===== src/design/sbit_defs.vh =====
// Constants for the sixteen-bit interval timer: register map and fields.
// Assumes inclusion by bare name from the timer design files.
`ifndef SBIT_DEFS_VH
`define SBIT_DEFS_VH

// ****************************************************************
// Register byte addresses
// ****************************************************************
`define SBIT_ADDR_CONTROL 4'h0
`define SBIT_ADDR_PERIOD 4'h4
`define SBIT_ADDR_COUNT 4'h8
`define SBIT_ADDR_STATUS 4'hC

// ****************************************************************
// Control field positions
// ****************************************************************
`define SBIT_RUN_BIT 15
`define SBIT_IDLE_BIT 13
`define SBIT_ESRC_HI 9
`define SBIT_ESRC_LO 8
`define SBIT_GATE_BIT 6
`define SBIT_PRE_HI 5
`define SBIT_PRE_LO 4
`define SBIT_SYNC_BIT 2
`define SBIT_SRC_BIT 1
`define SBIT_CTRL_MASK 16'hA376

// ****************************************************************
// Encodings and reset values
// ****************************************************************
`define SBIT_ESRC_SECONDARY_OSCILLATOR 2'h0
`define SBIT_ESRC_PIN 2'h1
`define SBIT_ESRC_LOW_POWER_RC_OSCILLATOR 2'h2
`define SBIT_PRE_1 2'h0
`define SBIT_PRE_8 2'h1
`define SBIT_PRE_64 2'h2
`define SBIT_PRE_256 2'h3
`define SBIT_DIV_8 8'h07
`define SBIT_DIV_64 8'h3F
`define SBIT_DIV_256 8'hFF
`define SBIT_CTRL_RST 16'h0000
`define SBIT_PERIOD_RST 16'hFFFF
`define SBIT_RESP_OKAY 2'h0
`define SBIT_RESP_SLVERR 2'h2

`endif


===== src/design/sbit_tick_gen.v =====
// Tick source selection, synchronisation and prescaler for the timer.
// Assumes external sources are slow compared with clk_sys.
`timescale 1ns/1ps
`default_nettype none
`include "sbit_defs.vh"

module sbit_tick_gen (
   input wire clk_sys,
   input wire resetn,
   input wire enable,
   input wire src_ext,
   input wire [1:0] esrc,
   input wire sync_on,
   input wire [1:0] pre_sel,
   input wire gate_on,
   input wire gate_in,
   input wire int_tick,
   input wire ext_pin,
   input wire low_power_rc_oscillator_clk,
   input wire secondary_oscillator_clk,
   output reg tick_ff
);

   // ****************************************************************
   // Source selection
   // ****************************************************************
   reg raw_src;
   always @* begin
      case (esrc)
         `SBIT_ESRC_LOW_POWER_RC_OSCILLATOR: raw_src = low_power_rc_oscillator_clk;
         `SBIT_ESRC_PIN: raw_src = ext_pin;
         `SBIT_ESRC_SECONDARY_OSCILLATOR: raw_src = secondary_oscillator_clk;
         default: raw_src = 1'b0;
      endcase
   end

   // Both paths share one clock, so the unsynchronised path only skips the
   // two-stage delay; a true async counter needs its own clock domain.
   reg s1_ff, s2_ff, s3_ff, r1_ff;
   always @(posedge clk_sys) begin
      if (!resetn) begin
         s1_ff <= 1'b0;
         s2_ff <= 1'b0;
         s3_ff <= 1'b0;
         r1_ff <= 1'b0;
      end else begin
         s1_ff <= raw_src;
         s2_ff <= s1_ff;
         s3_ff <= s2_ff;
         r1_ff <= raw_src;
      end
   end

   wire ext_edge = sync_on ? (s2_ff & ~s3_ff) : (raw_src & ~r1_ff);
   wire gate_ok = ~gate_on | gate_in;
   wire src_tick = src_ext ? ext_edge : (int_tick & gate_ok);

   // ****************************************************************
   // Prescaler
   // ****************************************************************
   reg [7:0] pre_ff;
   reg [7:0] pre_top;
   always @* begin
      case (pre_sel)
         `SBIT_PRE_8: pre_top = `SBIT_DIV_8;
         `SBIT_PRE_64: pre_top = `SBIT_DIV_64;
         `SBIT_PRE_256: pre_top = `SBIT_DIV_256;
         default: pre_top = 8'h00;
      endcase
   end

   always @(posedge clk_sys) begin
      if (!resetn || !enable) begin
         pre_ff <= 8'h00;
         tick_ff <= 1'b0;
      end else begin
         tick_ff <= 1'b0;
         if (src_tick) begin
            if (pre_ff >= pre_top) begin
               pre_ff <= 8'h00;
               tick_ff <= 1'b1;
            end else begin
               pre_ff <= pre_ff + 8'h01;
            end
         end
      end
   end

endmodule // sbit_tick_gen
`default_nettype wire


===== src/design/sbit_timer.v =====
// Sixteen-bit interval timer with AXI4-Lite register access.
// Assumes one clock, synchronous active-low reset, inputs synchronous.
//
// Behaviour
// - Sixteen-bit counter runs as timer, synchronous counter or asynchronous counter.
// - Control bit 15 set starts the counter, clear stops it.
// - Control bit 13 set halts counting during idle, clear keeps running.
// - Control bit 1 picks internal half-rate clock or the extended source.
// - Extended source 10 low-power RC, 01 tick pin, 00 secondary oscillator.
// - Extended source field matters only while bit 1 is set.
// - Bit 6 gates internal counting by the gate input; ignored for external.
// - Prescale 11 divides 256, 10 by 64, 01 by 8, 00 none.
// - Bit 2 selects synchronised external clock; ignored for internal clock.
// - Event pulse on period match outside gated mode, or gate falling edge in gated mode.
// - Counter keeps working in idle or sleep, per idle halt and source.
// - Unimplemented control bits read zero; implemented bits reset to zero.
//
// The AXI4-Lite slave port and the register addresses were decided locally.
`timescale 1ns/1ps
`default_nettype none
`include "sbit_defs.vh"

module sbit_timer (
   input wire clk_sys,
   input wire resetn,
   input wire [3:0] s_axi_awaddr,
   input wire s_axi_awvalid,
   output reg s_axi_awready,
   input wire [31:0] s_axi_wdata,
   input wire [3:0] s_axi_wstrb,
   input wire s_axi_wvalid,
   output reg s_axi_wready,
   output reg [1:0] s_axi_bresp,
   output reg s_axi_bvalid,
   input wire s_axi_bready,
   input wire [3:0] s_axi_araddr,
   input wire s_axi_arvalid,
   output reg s_axi_arready,
   output reg [31:0] s_axi_rdata,
   output reg [1:0] s_axi_rresp,
   output reg s_axi_rvalid,
   input wire s_axi_rready,
   input wire cpu_idle,
   input wire cpu_sleep,
   input wire external_tick_pin,
   input wire low_power_rc_oscillator,
   input wire secondary_oscillator,
   input wire gate_in,
   output reg timer_event_ff
);

   // ****************************************************************
   // Registers
   // ****************************************************************
   reg [15:0] ctrl_ff;
   reg [15:0] period_ff;
   reg [15:0] count_ff;
   reg match_ff;
   reg half_ff;
   reg gate_d_ff;

   // Bus holding registers.
   reg [3:0] aw_addr_ff;
   reg [31:0] w_data_ff;
   reg [3:0] w_strb_ff;
   reg aw_have_ff;
   reg w_have_ff;
   wire tick;

   wire run_control = ctrl_ff[`SBIT_RUN_BIT];
   wire idle_halt = ctrl_ff[`SBIT_IDLE_BIT];
   wire [1:0] extended_source_select = ctrl_ff[`SBIT_ESRC_HI:`SBIT_ESRC_LO];
   wire gate_accumulate = ctrl_ff[`SBIT_GATE_BIT];
   wire [1:0] prescale_select = ctrl_ff[`SBIT_PRE_HI:`SBIT_PRE_LO];
   wire external_sync_select = ctrl_ff[`SBIT_SYNC_BIT];
   wire source_select = ctrl_ff[`SBIT_SRC_BIT];

   // The internal clock stops in sleep; external sources keep counting.
   wire idle_stop = cpu_idle & idle_halt;
   wire sleep_stop = cpu_sleep & ~source_select;
   wire halted = idle_stop | sleep_stop;
   wire enable = run_control & ~halted;
   wire gated = gate_accumulate & ~source_select;

   function [15:0] merge16;
      input [15:0] old;
      input [31:0] data;
      input [3:0] strb;
      begin
         merge16 = {strb[1] ? data[15:8] : old[15:8],
                    strb[0] ? data[7:0] : old[7:0]};
      end
   endfunction

   function mapped;
      input [3:0] addr;
      begin
         case (addr)
            `SBIT_ADDR_CONTROL: mapped = 1'b1;
            `SBIT_ADDR_PERIOD: mapped = 1'b1;
            `SBIT_ADDR_COUNT: mapped = 1'b1;
            `SBIT_ADDR_STATUS: mapped = 1'b1;
            default: mapped = 1'b0;
         endcase
      end
   endfunction

   // ****************************************************************
   // Tick generation
   // ****************************************************************
   always @(posedge clk_sys) begin
      if (!resetn) begin
         half_ff <= 1'b0;
      end else begin
         half_ff <= ~half_ff;
      end
   end

   // The half-rate strobe stands in for the internal instruction clock.
   sbit_tick_gen u_tick (
      .clk_sys(clk_sys),
      .resetn(resetn),
      .enable(enable),
      .src_ext(source_select),
      .esrc(extended_source_select),
      .sync_on(external_sync_select),
      .pre_sel(prescale_select),
      .gate_on(gated),
      .gate_in(gate_in),
      .int_tick(half_ff),
      .ext_pin(external_tick_pin),
      .low_power_rc_oscillator_clk(low_power_rc_oscillator),
      .secondary_oscillator_clk(secondary_oscillator),
      .tick_ff(tick)
   );

   // ****************************************************************
   // Bus write path
   // ****************************************************************
   wire aw_take = s_axi_awvalid & s_axi_awready;
   wire w_take = s_axi_wvalid & s_axi_wready;
   wire wr_go = aw_have_ff & w_have_ff & ~s_axi_bvalid;

   // A write lands one edge after both halves are held, so bvalid rises
   // two edges after a joint take; one spare cycle buys a simple decode.
   // Unmapped words get a SLVERR answer and leave every register alone.
   wire sel_ctrl = (aw_addr_ff == `SBIT_ADDR_CONTROL);
   wire sel_period = (aw_addr_ff == `SBIT_ADDR_PERIOD);
   wire sel_count = (aw_addr_ff == `SBIT_ADDR_COUNT);
   wire cnt_wr = wr_go & sel_count;

   always @(posedge clk_sys) begin
      if (!resetn) begin
         s_axi_awready <= 1'b1;
         s_axi_wready <= 1'b1;
         s_axi_bvalid <= 1'b0;
         s_axi_bresp <= `SBIT_RESP_OKAY;
         aw_have_ff <= 1'b0;
         w_have_ff <= 1'b0;
         aw_addr_ff <= 4'h0;
         w_data_ff <= 32'h0000_0000;
         w_strb_ff <= 4'h0;
         ctrl_ff <= `SBIT_CTRL_RST;
         period_ff <= `SBIT_PERIOD_RST;
      end else begin
         if (aw_take) begin
            aw_addr_ff <= s_axi_awaddr;
            aw_have_ff <= 1'b1;
            s_axi_awready <= 1'b0;
         end
         if (w_take) begin
            w_data_ff <= s_axi_wdata;
            w_strb_ff <= s_axi_wstrb;
            w_have_ff <= 1'b1;
            s_axi_wready <= 1'b0;
         end
         if (wr_go) begin
            aw_have_ff <= 1'b0;
            w_have_ff <= 1'b0;
            s_axi_bvalid <= 1'b1;
            s_axi_bresp <= mapped(aw_addr_ff) ? `SBIT_RESP_OKAY :
                           `SBIT_RESP_SLVERR;
            if (sel_ctrl) begin
               ctrl_ff <= merge16(ctrl_ff, w_data_ff, w_strb_ff) &
                          `SBIT_CTRL_MASK;
            end
            if (sel_period) begin
               period_ff <= merge16(period_ff, w_data_ff, w_strb_ff);
            end
         end
         if (s_axi_bvalid && s_axi_bready) begin
            s_axi_bvalid <= 1'b0;
            s_axi_awready <= 1'b1;
            s_axi_wready <= 1'b1;
         end
      end
   end

   // ****************************************************************
   // Counter and event
   // ****************************************************************
   // The gate is compared with its own copy from the cycle before, so a
   // fall is seen as old high and new low in the cycle the pin falls; the event register follows one edge later.
   wire gate_fall = gated & gate_d_ff & ~gate_in & run_control;
   reg [15:0] nxt_count;
   reg nxt_match;
   reg nxt_event;
   reg [15:0] count_inc;

   always @* begin
      count_inc = count_ff + 16'h0001;
      nxt_count = count_ff;
      nxt_match = match_ff;
      nxt_event = gate_fall;
      if (cnt_wr) begin
         nxt_count = merge16(count_ff, w_data_ff, w_strb_ff);
         nxt_match = 1'b0;
      end else if (tick) begin
         if (match_ff) begin
            nxt_count = 16'h0000;
            nxt_match = 1'b0;
         end else begin
            nxt_count = count_inc;
            if (count_inc == period_ff) begin
               nxt_match = 1'b1;
               // A gate fall in the same cycle must not be lost.
               nxt_event = gate_fall | ~gated;
            end
         end
      end
   end

   always @(posedge clk_sys) begin
      if (!resetn) begin
         count_ff <= 16'h0000;
         match_ff <= 1'b0;
         gate_d_ff <= 1'b0;
         timer_event_ff <= 1'b0;
      end else begin
         gate_d_ff <= gate_in;
         count_ff <= nxt_count;
         match_ff <= nxt_match;
         timer_event_ff <= nxt_event;
      end
   end

   // ****************************************************************
   // Bus read path
   // ****************************************************************
   // Status bit 0 shows counting enabled, bit 1 a pending match.
   wire [15:0] status_word = {14'h0000, match_ff, enable};

   function [31:0] rd_word;
      input [3:0] addr;
      input [15:0] ctrl;
      input [15:0] period;
      input [15:0] count;
      input [15:0] status;
      begin
         case (addr)
            `SBIT_ADDR_CONTROL: rd_word = {16'h0000, ctrl};
            `SBIT_ADDR_PERIOD: rd_word = {16'h0000, period};
            `SBIT_ADDR_COUNT: rd_word = {16'h0000, count};
            `SBIT_ADDR_STATUS: rd_word = {16'h0000, status};
            default: rd_word = 32'h0000_0000;
         endcase
      end
   endfunction

   always @(posedge clk_sys) begin
      if (!resetn) begin
         s_axi_arready <= 1'b1;
         s_axi_rvalid <= 1'b0;
         s_axi_rdata <= 32'h0000_0000;
         s_axi_rresp <= `SBIT_RESP_OKAY;
      end else begin
         if (s_axi_arvalid && s_axi_arready) begin
            s_axi_arready <= 1'b0;
            s_axi_rvalid <= 1'b1;
            s_axi_rresp <= mapped(s_axi_araddr) ? `SBIT_RESP_OKAY :
                           `SBIT_RESP_SLVERR;
            s_axi_rdata <= rd_word(s_axi_araddr, ctrl_ff, period_ff,
                                   count_ff, status_word);
         end
         if (s_axi_rvalid && s_axi_rready) begin
            s_axi_rvalid <= 1'b0;
            s_axi_arready <= 1'b1;
         end
      end
   end

endmodule // sbit_timer
`default_nettype wire


===== config.mk =====
export PLATFORM = sky130hd
export DESIGN_NAME = sbit_timer
export DESIGN_NICKNAME = d
export VERILOG_FILES = /design/src/design/sbit_tick_gen.v /design/src/design/sbit_timer.v
export VERILOG_INCLUDE_DIRS = /design/src /design/src/design
export SDC_FILE = /design/constraint.sdc
export NUM_CORES = 1
export LEC_CHECK = 0
export ABC_AREA = 1
export BUFFER_PORTS_ARGS = -buffer_cell sky130_fd_sc_hd__buf_2
export CORE_ASPECT_RATIO = 0.9
export CORE_MARGIN = 4
export CORE_UTILIZATION = 30
export CTS_CLUSTER_DIAMETER = 120
export DETAILED_ROUTE_END_ITERATION = 8
export GPL_ROUTABILITY_DRIVEN = 1
export PLACE_DENSITY_LB_ADDON = 0.2
export SYNTH_ARGS = -nofsm -noshare
export SYNTH_HDL_FRONTEND = slang
export SYNTH_SLANG_ARGS = --single-unit

===== constraint.sdc =====
create_clock -name clk_sys -period 3.8 [get_ports clk_sys]
set_clock_uncertainty 0.05 [all_clocks]
set_input_delay 0.76 -clock clk_sys [delete_from_list [all_inputs] [get_ports clk_sys]]
set_output_delay 0.76 -clock clk_sys [all_outputs]
set_load 0.005 [all_outputs]

== Word-level counts from Yosys, hierarchy flattened ==
Index checks and enable logic that the tools add are counted.

* Register bits: 122
* Output and inout bits: 42
* Input bits: 57
* Word-level logic and storage cells: 122

* $add $sub $neg: 2
* Reductions and logical operators: 23
* Multiplexer cells: 26
* Magnitude comparators: 1
* Bitwise operators: 28
* Eq/ne operators: 14

{| class="wikitable"
|+ Operator list
! kind !! number
|-
| one-hot mux 16 bit (4 select lines) || 1
|-
| two-way mux 16 bit || 3
|-
| two-way mux 8 bit || 3
|-
| one-hot mux 8 bit (3 select lines) || 1
|-
| adder 16 x 1 -> 16 bit, second input constant || 1
|-
| == test 16 bit || 1
|-
| == test 4 bit, second input constant || 4
|-
| bitwise AND 1 bit || 15
|-
| two-way mux 1 bit || 15
|-
| AND reduction 3 bit || 4
|-
| inverter 1 bit || 10
|-
| OR reduction 2 bit || 5
|-
| adder 8 x 1 -> 8 bit, second input constant || 1
|-
| == test 4 x 3 -> 1 bit, second input constant || 2
|-
| greater-or-equal comparator 8 bit || 1
|-
| zero test 4 bit || 2
|-
| OR reduction 4 bit || 2
|-
| == test 2 bit, second input constant || 3
|-
| == test 2 x 1 -> 1 bit, second input constant || 2
|-
| two-way mux 2 bit || 2
|-
| inequality test 2 bit, second input constant || 2
|-
| AND reduction 2 bit || 2
|-
| logical AND 1 bit || 3
|-
| OR 1 bit || 3
|-
| 5 further kinds || 6
|}

== Logic depth before layout (Yosys ltp) ==
Gate-level depths: netlist (run 1).

* Depth after elaboration: 10
* Mapped depth: 13
* Mapped depth without buffers: 13

== Hierarchy ==
From an unflattened synthesis (run 1), not the netlist that was laid out.

* Cells, all modules: 779
* Area, all modules: 5300.1 µm²

{| class="wikitable"
|+ By module, submodules not included
! module !! sequential area each (µm²) !! times used !! cells an instance !! area each (µm²)
|-
| sbit_timer || 1841.8 || 1 || 645 || 4463.0
|-
| sbit_tick_gen || 240.2 || 1 || 134 || 837.1
|}

== Least setup slack after synthesis (run 1) ==
OpenSTA, ideal clock, no wires.

* Path type: input port to flip-flop
* Start point: input external_tick_pin
* End point: register u_tick.pre_ff[2]
* Arrival time: 1.768 ns
* Buffers on the path: 0
* Required time: 3.633 ns
* Cell stages on the path: 8
* Library setup time: 0.117 ns
* Path slack: 1.865 ns
* Cell sequence: nand2_1 nand3_1 nand2_1 or3_1 a21oi_4 inv_2 o21ai_0 nor2_1

* Longest elaborated chain between the ends: 4

{| class="wikitable"
|+ Ends and longest elaborated chain
! element !! line !! RTL
|-
| start: declaration || sbit_timer.v:45 || <nowiki>input wire external_tick_pin,</nowiki>
|-
| one-hot mux 1 bit (3 select lines) || sbit_tick_gen.v:29 || <nowiki>case (esrc)</nowiki>
|-
| bitwise AND 1 bit || sbit_tick_gen.v:54 || <nowiki>wire ext_edge = sync_on ? (s2_ff & ~s3_ff) : (raw_src & ~r1_ff);</nowiki>
|-
| two-way mux 1 bit || sbit_tick_gen.v:54 ||
|-
| two-way mux 1 bit || sbit_tick_gen.v:56 || <nowiki>wire src_tick = src_ext ? ext_edge : (int_tick & gate_ok);</nowiki>
|-
| end signal: assignment || sbit_tick_gen.v:83 || <nowiki>pre_ff <= pre_ff + 8'h01;</nowiki>
|-
| end: declaration || sbit_tick_gen.v:61 || <nowiki>reg [7:0] pre_ff;</nowiki>
|}

No other way between the ends.
A chain may end at the register's enable or synchronous reset.

== Worst setup path in the final report (run 1) ==
* Start point: register count_ff[0]
* End point: register timer_event_ff

* Longest elaborated chain between the ends: 6

{| class="wikitable"
|+ Ends and longest elaborated chain
! element !! line !! RTL
|-
| start: declaration || sbit_timer.v:57 || <nowiki>reg [15:0] count_ff;</nowiki>
|-
| start signal: assignment || sbit_timer.v:241 || <nowiki>count_ff <= nxt_count;</nowiki>
|-
| adder 16 x 1 -> 16 bit || sbit_timer.v:211 || <nowiki>count_inc = count_ff + 16'h0001;</nowiki>
|-
| == test 16 bit || sbit_timer.v:224 || <nowiki>if (count_inc == period_ff) begin</nowiki>
|-
| two-way mux 1 bit || sbit_timer.v:224 ||
|-
| two-way mux 1 bit || sbit_timer.v:219 || <nowiki>if (match_ff) begin</nowiki>
|-
| two-way mux 1 bit || sbit_timer.v:218 || <nowiki>end else if (tick) begin</nowiki>
|-
| two-way mux 1 bit || sbit_timer.v:215 || <nowiki>if (cnt_wr) begin</nowiki>
|-
| end signal: assignment || sbit_timer.v:243 || <nowiki>timer_event_ff <= nxt_event;</nowiki>
|-
| end: declaration || sbit_timer.v:49 || <nowiki>output reg timer_event_ff</nowiki>
|}

No other way between the ends.

==> metrics, run 1 <==
Critical Path Source=count_ff[0]$_SDFFE_PN0P_; EDFF count, synth=0; Post-CTS Setup Bufs=0; sequential share of the synthesized area=between 30 and 40%; Starting Density=a little under a third; worst-path fanout max=7; CTS clk-pin slew, worst paths=70 ps; DP HPWL=roughly 11 mm; Syn-to-layout area delta=15.6%; crit path DAT=approximately 2500 ps; CTS sink cnt=approximately 100; total CTS buffers=9; crit path time final=between 2000 and 2500 ps; met1 WL=between 8 and 9 mm; routed vias/inst=4.60; R2R depth=13; max_cap viols=0; Overflow after GRT=0; first-pass GRT wire length=~24 mm; core footprint=~17,000 um^2; CTS H-Tree Depth=3; cts hold-fix bufs=0; nets@finish=about 900; Worst Setup Start Kind=register; Tightest Pin Transition=approximately 680 ps; setup_tns=0 ps; pwr dens=roughly 400 nW/um^2; status=completed; vias in the first global route=~4.4k; Tcrit/Tclk final=roughly three fifths; Detailed Routing Iterations Pass 1=5; Avg Synthesized Cell Area=just under 7 um^2; PostCTS Resize Cnt=0; largest net degree at the start of global routing=55; Top Layer Used=met4; Synth Warn #=0; DR iter-0 viols=about 390; WL met2=~5.7 mm; die height=approximately 130 um; final antenna-violating net count=0; wire per inst=14.3 um; row count=45; Hold Path Sink=half_ff$_SDFF_PN0_; # IOs=between 90 and 100; final setup violation count=0; fmax=between 0.4 and 0.5 GHz; Post-Synthesis Cell Area=between 5000 and 6000 um^2; Cells after DPL=1,033; hold crit path type=reg2reg; RR Endpoint=timer_event_ff$_SDFF_PN0_; worst r2r src=count_ff[0]$_SDFFE_PN0P_; TritonCTS clock tree=yes; unrepaired setup endpoints after global routing=false; Die Wd=about 150 um; GP Congestion=slightly below 0.9; ANT cells=0; Slew HR=approximately 55%; final wirelength=~15 mm; Synth Flop Type=dfxtp_1; clock latency on the worst-skew pair=about 360 ps; Root Buffer=clkbuf_16; Leakage Power=roughly 2.6 nW; via count=4,826; Worst Setup Path Type=reg2reg; Non-Filler Instances=1,049; Post-Syn Instances=approximately 750; Slew Viols, Final=0; r2r setup slk=about 1600 ps; GRT Total Usage=between 15 and 20%; maximum VDD drop=roughly 220 uV; initial antenna violation count=0; # port buffers=62; worst path required time=about 4000 ps; final hold violations=0; clock tree buffer depth=2; CP Capture Type=register; WHS Path Cells=1; die area=19,600 um^2; worst hold start=half_ff$_SDFF_PN0_; share of cells above drive strength 1=a little over an eighth; post-synthesis cell type count=37; flops & latches, synth=between 100 and 150; DRC Markers=0; met3 WL post-DR=about 970 um; ys async rst share=0%
## registers in the layout, indices dropped and copies added, names as in the netlist, 2 cells and up
signal	count
ctrl_ff	9
w_strb_ff	2
period_ff	16
s_axi_rdata	16
aw_addr_ff	4
count_ff	16
u_tick.pre_ff	8
w_data_ff	16
## worst max-delay path by stage
stage                     slack (ps)  cells past startpoint                            end
after detailed placement        1240                      8    s_axi_rdata[4]$_SDFFE_PN0P_
final                           1560                     13      timer_event_ff$_SDFF_PN0_
after floorplan                 1860                      8  u_tick.pre_ff[2]$_SDFFE_PP0P_
after CTS                       1580                     13      timer_event_ff$_SDFF_PN0_
after global routing            1320                     13      timer_event_ff$_SDFF_PN0_
after global placement          1280                      8    s_axi_rdata[4]$_SDFFE_PN0P_
## where the power goes
group          internal [mW]  leakage, nW  switching [mW]
sequential              1.12        0.847          0.0306
clock                  0.618        0.163           0.435
combinational         0.0590         1.57           0.108
## final cells by class
type                            instances  area, um^2
Clock buffer                           11         253
Clock inverter                          5        85.1
Fill cell                            1888       10900
Inverter                               76         285
Multi-Input combinational cell        551        2690
Sequential cell                       104        2080
Tap cell                              235         294
Timing Repair Buffer                   67         348
## cells by family after synthesis
family                   synth area share, %
AND/OR/NAND/NOR                         27.9
buffers and inverters                   9.83
flip-flops                              39.9
other                                 0.0718
adder cells (fa/ha/maj)                 2.40
AO/OA/AOI/OAI                           19.1
XOR/XNOR                               0.839
## metal layers
metal,global-route usage [%],vias up
met4,4.19,0
li1,-,2569
met2,21.3,130
met5,0,-
met3,4.25,13
met1,23.7,2114
## Yosys cell counts, types with 7 or more instances
cell,instances,area [um^2]
o22ai_1,12,75.1
ha_1,10,125
clkbuf_1,16,60.1
a21oi_1,72,360
nand2_1,179,672
nor2_1,83,312
nand3_1,41,205
dfxtp_1,104,2080
inv_1,71,267
a31oi_1,7,43.8
o21ai_0,68,340
buf_4,19,143
nand4_1,12,75.1
## through the flow
step	worst slack, ps	util (%)	total power [mW]	hold slack [ps]	cell area [um^2]
floorplan	1860	-	1.29	343	5280
global placement	1280	33.6	1.35	354	5700
detailed placement	1240	33.6	1.35	359	5700
CTS	1580	35.6	2.42	370	6040
global route	1320	35.6	2.48	381	6040
finish	1560	35.6	2.38	375	6040
## critical path: stages, from the launching register on
cell,delay (ps)
dfxtp_1,430
ha_1,230
nand2_1,140
nor2_4,220
nand2_1,100
nand2_1,120
nand2_1,60
nand2_1,60
nand2_1,50
nor2_1,150
nand2_1,80
nor2_2,160
nand4_1,160
a21oi_1,170
## placed cells by master (no fill, tap or decap), types with 18 or more instances in the layout
cell type,n
o21ai_0,68
buf_2,62
a21oi_1,72
nor2_1,83
conb_1,18
nand2_1,179
nand3_1,41
dfxtp_1,104
inv_1,71
Note: power is estimated with default switching activity, not from simulation.
==> run 2: changes to the inputs <==
==> constraint.sdc (replaced) <==
create_clock -name clk_sys -period 2.2 [get_ports clk_sys]
set_clock_uncertainty 0.05 [all_clocks]
set_input_delay 0.44 -clock clk_sys [delete_from_list [all_inputs] [get_ports clk_sys]]
set_output_delay 0.44 -clock clk_sys [all_outputs]
set_load 0.005 [all_outputs]
==> metrics, run 2 (synthesized netlist as in run 1, its figures left out) <==
core footprint=~17,000 um^2; crit path DAT=between 2000 and 2500 ps; total CTS buffers=9; max_cap viols=0; Overflow after GRT=0; Starting Density=between 30% and 40%; DRC Markers=0; Setup WS post-layout=approximately 180 ps; worst hold start=gate_in; CTS clk-pin slew, worst paths=70 ps; share of cells above drive strength 1=~14%; pre-CTS setup slack=roughly 190 ps; PostCTS Resize Cnt=0; wire per inst=14.1 um; Post-CTS Setup Bufs=0; via count=4,878; setup_tns=0 ps; FF+latch area=between 2000 and 2500 um^2; DR iter-0 viols=between 400 and 500; Pwr Total=roughly 3.9 mW; Fill cells=between 1.5k and 2k; die height=roughly 130 um; hold crit path type=in2reg; CTS H-Tree Depth=3; final hold violations=0; Critical Path Source=count_ff[0]$_SDFFE_PN0P_; Root Buffer=clkbuf_16; Tcrit/Tclk final=between 90 and 100%; pwr dens=645 nW/um^2; crit path time final=approximately 2000 ps; die area=between 15,000 and 20,000 um^2; DP HPWL=~11 mm; Tightest Pin Transition=between 600 and 700 ps; nets@finish=~900; clock tree buffer depth=2; routed vias/inst=~4.6; first-pass GRT wire length=23.6 mm; worst r2r src=count_ff[0]$_SDFFE_PN0P_; final antenna-violating net count=0; hold slack=253 ps; worst path required time=between 2000 and 2500 ps; commonest non-fill, non-tap cell in the layout=nand2_1; r2r setup slk=180 ps; fmax=~0.5 GHz; Worst Setup Start Kind=register; row count=45; Hold Path Sink=gate_d_ff$_SDFF_PN0_; R2R depth=13; clock latency on the worst-skew pair=about 360 ps; # port buffers=62; cts hold-fix bufs=0; Slew Viols, Final=0; highest-count cells in the layout ignoring fill and taps=179 x nand2_1, 104 x dfxtp_1, 83 x nor2_1, 72 x a21oi_1, 71 x inv_1; RR Endpoint=timer_event_ff$_SDFF_PN0_; GP Congestion=0.849; WHS Path Cells=3; initial antenna violation count=0; unrepaired setup endpoints after global routing=false; Die Wd=147 um; TritonCTS clock tree=yes; Final Util=approximately 36%; footprint of the multi-input gates=roughly 2700 um^2; maximum VDD drop=340 uV; worst-path fanout max=4; # IOs=approximately 100; Syn-to-layout area delta=16.7%; Detailed Routing Iterations Pass 1=5; CTS sink cnt=104; Worst Setup Path Type=reg2reg; vias in the first global route=approximately 4.4k; largest net degree at the start of global routing=55; status=completed; final setup violation count=0; Slew HR=around 60%; Leakage Power=2.63 nW; GRT Total Usage=between 10% and 20%; CP Capture Type=register; ANT cells=0; final wirelength=~15 mm
[run 2: layout make-up]
cell class / count / area share, %
clock buffers: 12 / 4.05
clock inverters: 4 / 0.863
inverters: 76 / 4.68
multi-input cells: 551 / 44.1
flip-flops and latches: 104 / 34.2
well taps: 235 / 4.83
repair buffers: 78 / 7.27
[run 2: routing by layer]
| layer | wire length (um) | track usage, % | vias up |
|---|---|---|---|
| met5 | 0 | 0 | - |
| met4 | 199 | 4.55 | 0 |
| met3 | 997 | 4.25 | 16 |
| met2 | 5760 | 21.2 | 127 |
| met1 | 8030 | 22.8 | 2147 |
| li1 | - | - | 2588 |
[run 2: report_power, final]
group          switching [mW]  internal [mW]
clock                   0.719          0.919
sequential             0.0535           1.94
combinational           0.189          0.109
total                   0.961           2.97
[run 2: worst max-delay path: stages, from the launching register on]
cell and delay [ps]:
dfxtp_1 340, ha_1 230, nand2_1 150, nor2_4 190, nand2_1 100, nand2_1 110
nand2_1 70, nand2_1 70, nand2_1 50, nor2_1 100, nand2_1 70, nor2_2 140
nand4_1 140, a21oi_1 160
[run 2: stage by stage]
step                      instances  instance area [um^2]
final                          1060                  6090
after CTS                      1058                  6080
after detailed placement       1042                  5780
after floorplan                 771                  5280
after global routing           1060                  6090
after global placement         1042                  5780
[run 2: worst max-delay path by stage]
stage / slack (ps) / depth (start not counted) / to
6_report: 180 / 13 / timer_event_ff$_SDFF_PN0_
5_1_grt: 7 / 13 / timer_event_ff$_SDFF_PN0_
4_1_cts: 170 / 11 / timer_event_ff$_SDFF_PN0_
3_5_place_dp: 190 / 11 / timer_event_ff$_SDFF_PN0_
3_3_place_gp: 190 / 11 / timer_event_ff$_SDFF_PN0_
2_1_floorplan: 560 / 13 / timer_event_ff$_SDFF_PN0_
==> run 3: changes to the inputs <==
--- a/config.mk
+++ b/config.mk
@@ -6,7 +6,6 @@
 export SDC_FILE = /design/constraint.sdc
 export NUM_CORES = 1
 export LEC_CHECK = 0
-export ABC_AREA = 1
 export BUFFER_PORTS_ARGS = -buffer_cell sky130_fd_sc_hd__buf_2
 export CORE_ASPECT_RATIO = 0.9
 export CORE_MARGIN = 4
==> metrics, run 3 <==
status=completed; Starting Density=slightly above 30%; DR iter-0 viols=between 300 and 400; worst path required time=~2400 ps; worst-path fanout max=3; routed vias/inst=around 4.9; switch share=~25%; CTS H-Tree Depth=3; Syn-to-layout area delta=19.9%; power share of the combinational group=7.3%; total CTS buffers=9; PostCTS Resize Cnt=0; sequential share of power=between 50% and 60%; Tcrit/Tclk final=a little over nine tenths; cts hold-fix bufs=0; # port buffers=62; r2r setup slk=around 54 ps; CTS sink cnt=104; WHS Path Cells=2; Tightest Pin Transition=between 500 and 600 ps; GP Congestion=around 0.85; hold crit path type=in2reg; Root Buffer=clkbuf_16; Non-Filler Instances=approximately 950; CP max-delay cell=dfxtp_1; crit path time final=approximately 2100 ps; Cells after DPL=around 940; part of the power in the clock network=roughly two fifths; CP peak stage delay=roughly 340 ps; Pwr Total=~3.8 mW; CP Cell Sequence=ha_1, and4_4, nand2_1, o311ai_1, a31oi_1, nor4_1, nand4_1, o21ai_1; Detailed Routing Iterations Pass 1=5; Slew HR=about three fifths; Overflow after GRT=0; CTS clk-pin slew, worst paths=70 ps; ANT cells=0; via count=approximately 4.7k; pre-CTS setup slack=approximately 33 ps; final wirelength=about 15 mm; area leader, netlist=dfxtp_1; clock tree buffer depth=2; R2R depth=8; ranking of synthesized cells by area=dfxtp_1 40%, nand2_1 7.6%, mux2i_1 5.4%, nor2_1 4.8%, a21oi_1 3.6%; commonest non-fill, non-tap cell in the layout=nand2_1; nets@finish=between 700 and 800; Synth Flop Type=dfxtp_1; GRT Total Usage=between 10% and 20%; Avg Synthesized Cell Area=just over 8 um^2; DRC Markers=0; Post-Synthesis Cell Area=approximately 5200 um^2; largest net degree at the start of global routing=28; cell area after layout=6250 um^2; share of cells above drive strength 1=between 20 and 25%; Critical Path Source=count_ff[0]$_SDFFE_PN0P_; highest-count cells in the layout ignoring fill and taps=106 x nand2_1, 104 x dfxtp_1, 65 x nor2_1, 62 x buf_2, 48 x buf_4; fmax=about 0.47 GHz; Post-synth top cells=106 x nand2_1, 104 x dfxtp_1, 67 x nor2_1; die area=19,600 um^2; crit path DAT=around 2400 ps; DP HPWL=roughly 11 mm; Setup WS post-layout=about 54 ps; worst r2r src=count_ff[0]$_SDFFE_PN0P_; Worst path depth=8; # IOs=a little under 100; CP Capture Type=register; core footprint=approximately 17,000 um^2; internal power=approximately 2.8 mW; unrepaired setup endpoints after global routing=true; count leader, synth=nand2_1; placed inst area=a little under 6000 um^2; crit-path leading delay family=simple AND/OR/NAND/NOR gates; final setup violation count=0; vias in the first global route=approximately 4.5k; initial antenna violation count=0; Synth Warn #=0; first-pass GRT wire length=approximately 24 mm; Worst Setup Path Type=reg2reg; Leakage Power=roughly 2.6 nW; TritonCTS clock tree=yes; row count=45; ys async rst share=0%; pwr dens=606 nW/um^2; final hold violations=0; EDFF count, synth=0; Die Wd=about 150 um; die height=133 um; flops & latches, synth=104; Worst Setup Start Kind=register; Slew Viols, Final=0; Post-CTS Setup Bufs=0; crit path capture=timer_event_ff$_SDFF_PN0_; maximum VDD drop=between 300 and 400 uV; sequential share of the synthesized area=around 40%; Synth top area share=~40%; final antenna-violating net count=0; Post-Syn Instances=632; P_sw=between 0.9 and 1 mW; crit path buf inv count=0; RR Endpoint=timer_event_ff$_SDFF_PN0_; clock latency on the worst-skew pair=roughly 350 ps; wire per inst=15.6 um; post-synthesis cell type count=62; max_cap viols=0
run 3: cell count changes after synthesis, moves of 18 or more:
cell	change
nand2_1	-73
inv_1	-55
o21ai_0	-36
a21oi_1	-34
mux2i_1	+28
nand3_1	-24
a22oi_1	+19
xnor2_1	+18
run 3: metrics by stage:
| step | TNS [ps] | hold WS, ps | utilization (%) |
|---|---|---|---|
| floorplan | 0 | 336 | - |
| global placement | 0 | 348 | 35.1 |
| detailed placement | 0 | 361 | 35.1 |
| CTS | 0 | 233 | 36.7 |
| global route | -48.1 | 244 | 36.9 |
| finish | 0 | 246 | 36.9 |
run 3: power by group through the flow:
stage | combinational [mW] | sequential (mW) | clock, mW
2_1_floorplan | 0.186 | 2.00 | 0
3_5_place_dp | 0.274 | 2.01 | 0
5_1_grt | 0.307 | 1.98 | 1.66
3_3_place_gp | 0.269 | 2.01 | 0
4_1_cts | 0.275 | 1.97 | 1.60
6_report | 0.276 | 1.97 | 1.54
run 3: area by class of cell:
cell class,count,area [um^2]
Sequential cell,104,2080
Fill cell,1773,10700
Inverter,17,63.8
Timing Repair Buffer,110,671
Tap cell,235,294
Multi-Input combinational cell,472,2860
Clock buffer,11,243
Clock inverter,5,38.8
run 3: cell families (layout without fill, tap and decap cells):
family	count (synthesis)	in the layout	synth area share, %
flops	104	104	39.9
compound gates	131	131	16.3
other cells	1	18	0.0719
fa+ha+maj	10	10	2.40
xor+xnor	33	33	5.69
mux	32	32	6.46
buf+inv	73	143	7.03
simple gates	248	248	22.2
run 3: worst min-delay path by stage:
| stage | from | end |
|---|---|---|
| 2_1_floorplan | half_ff$_SDFF_PN0_ | half_ff$_SDFF_PN0_ |
| 3_3_place_gp | half_ff$_SDFF_PN0_ | half_ff$_SDFF_PN0_ |
| 3_5_place_dp | half_ff$_SDFF_PN0_ | half_ff$_SDFF_PN0_ |
| 4_1_cts | s_axi_wvalid | s_axi_wready$_SDFFE_PP1P_ |
| 5_1_grt | s_axi_wvalid | s_axi_wready$_SDFFE_PP1P_ |
| 6_report | s_axi_wvalid | s_axi_wready$_SDFFE_PP1P_ |
run 3: layer usage:
metal	share of wire (%)	vias to the layer above	track usage [%]	wire length [um]
met5	0	-	0	0
met4	1.9	0	5.12	278
met3	6.2	16	3.39	919
met2	42	146	22.2	6230
met1	50	2227	21.9	7470
li1	-	2324	-	-
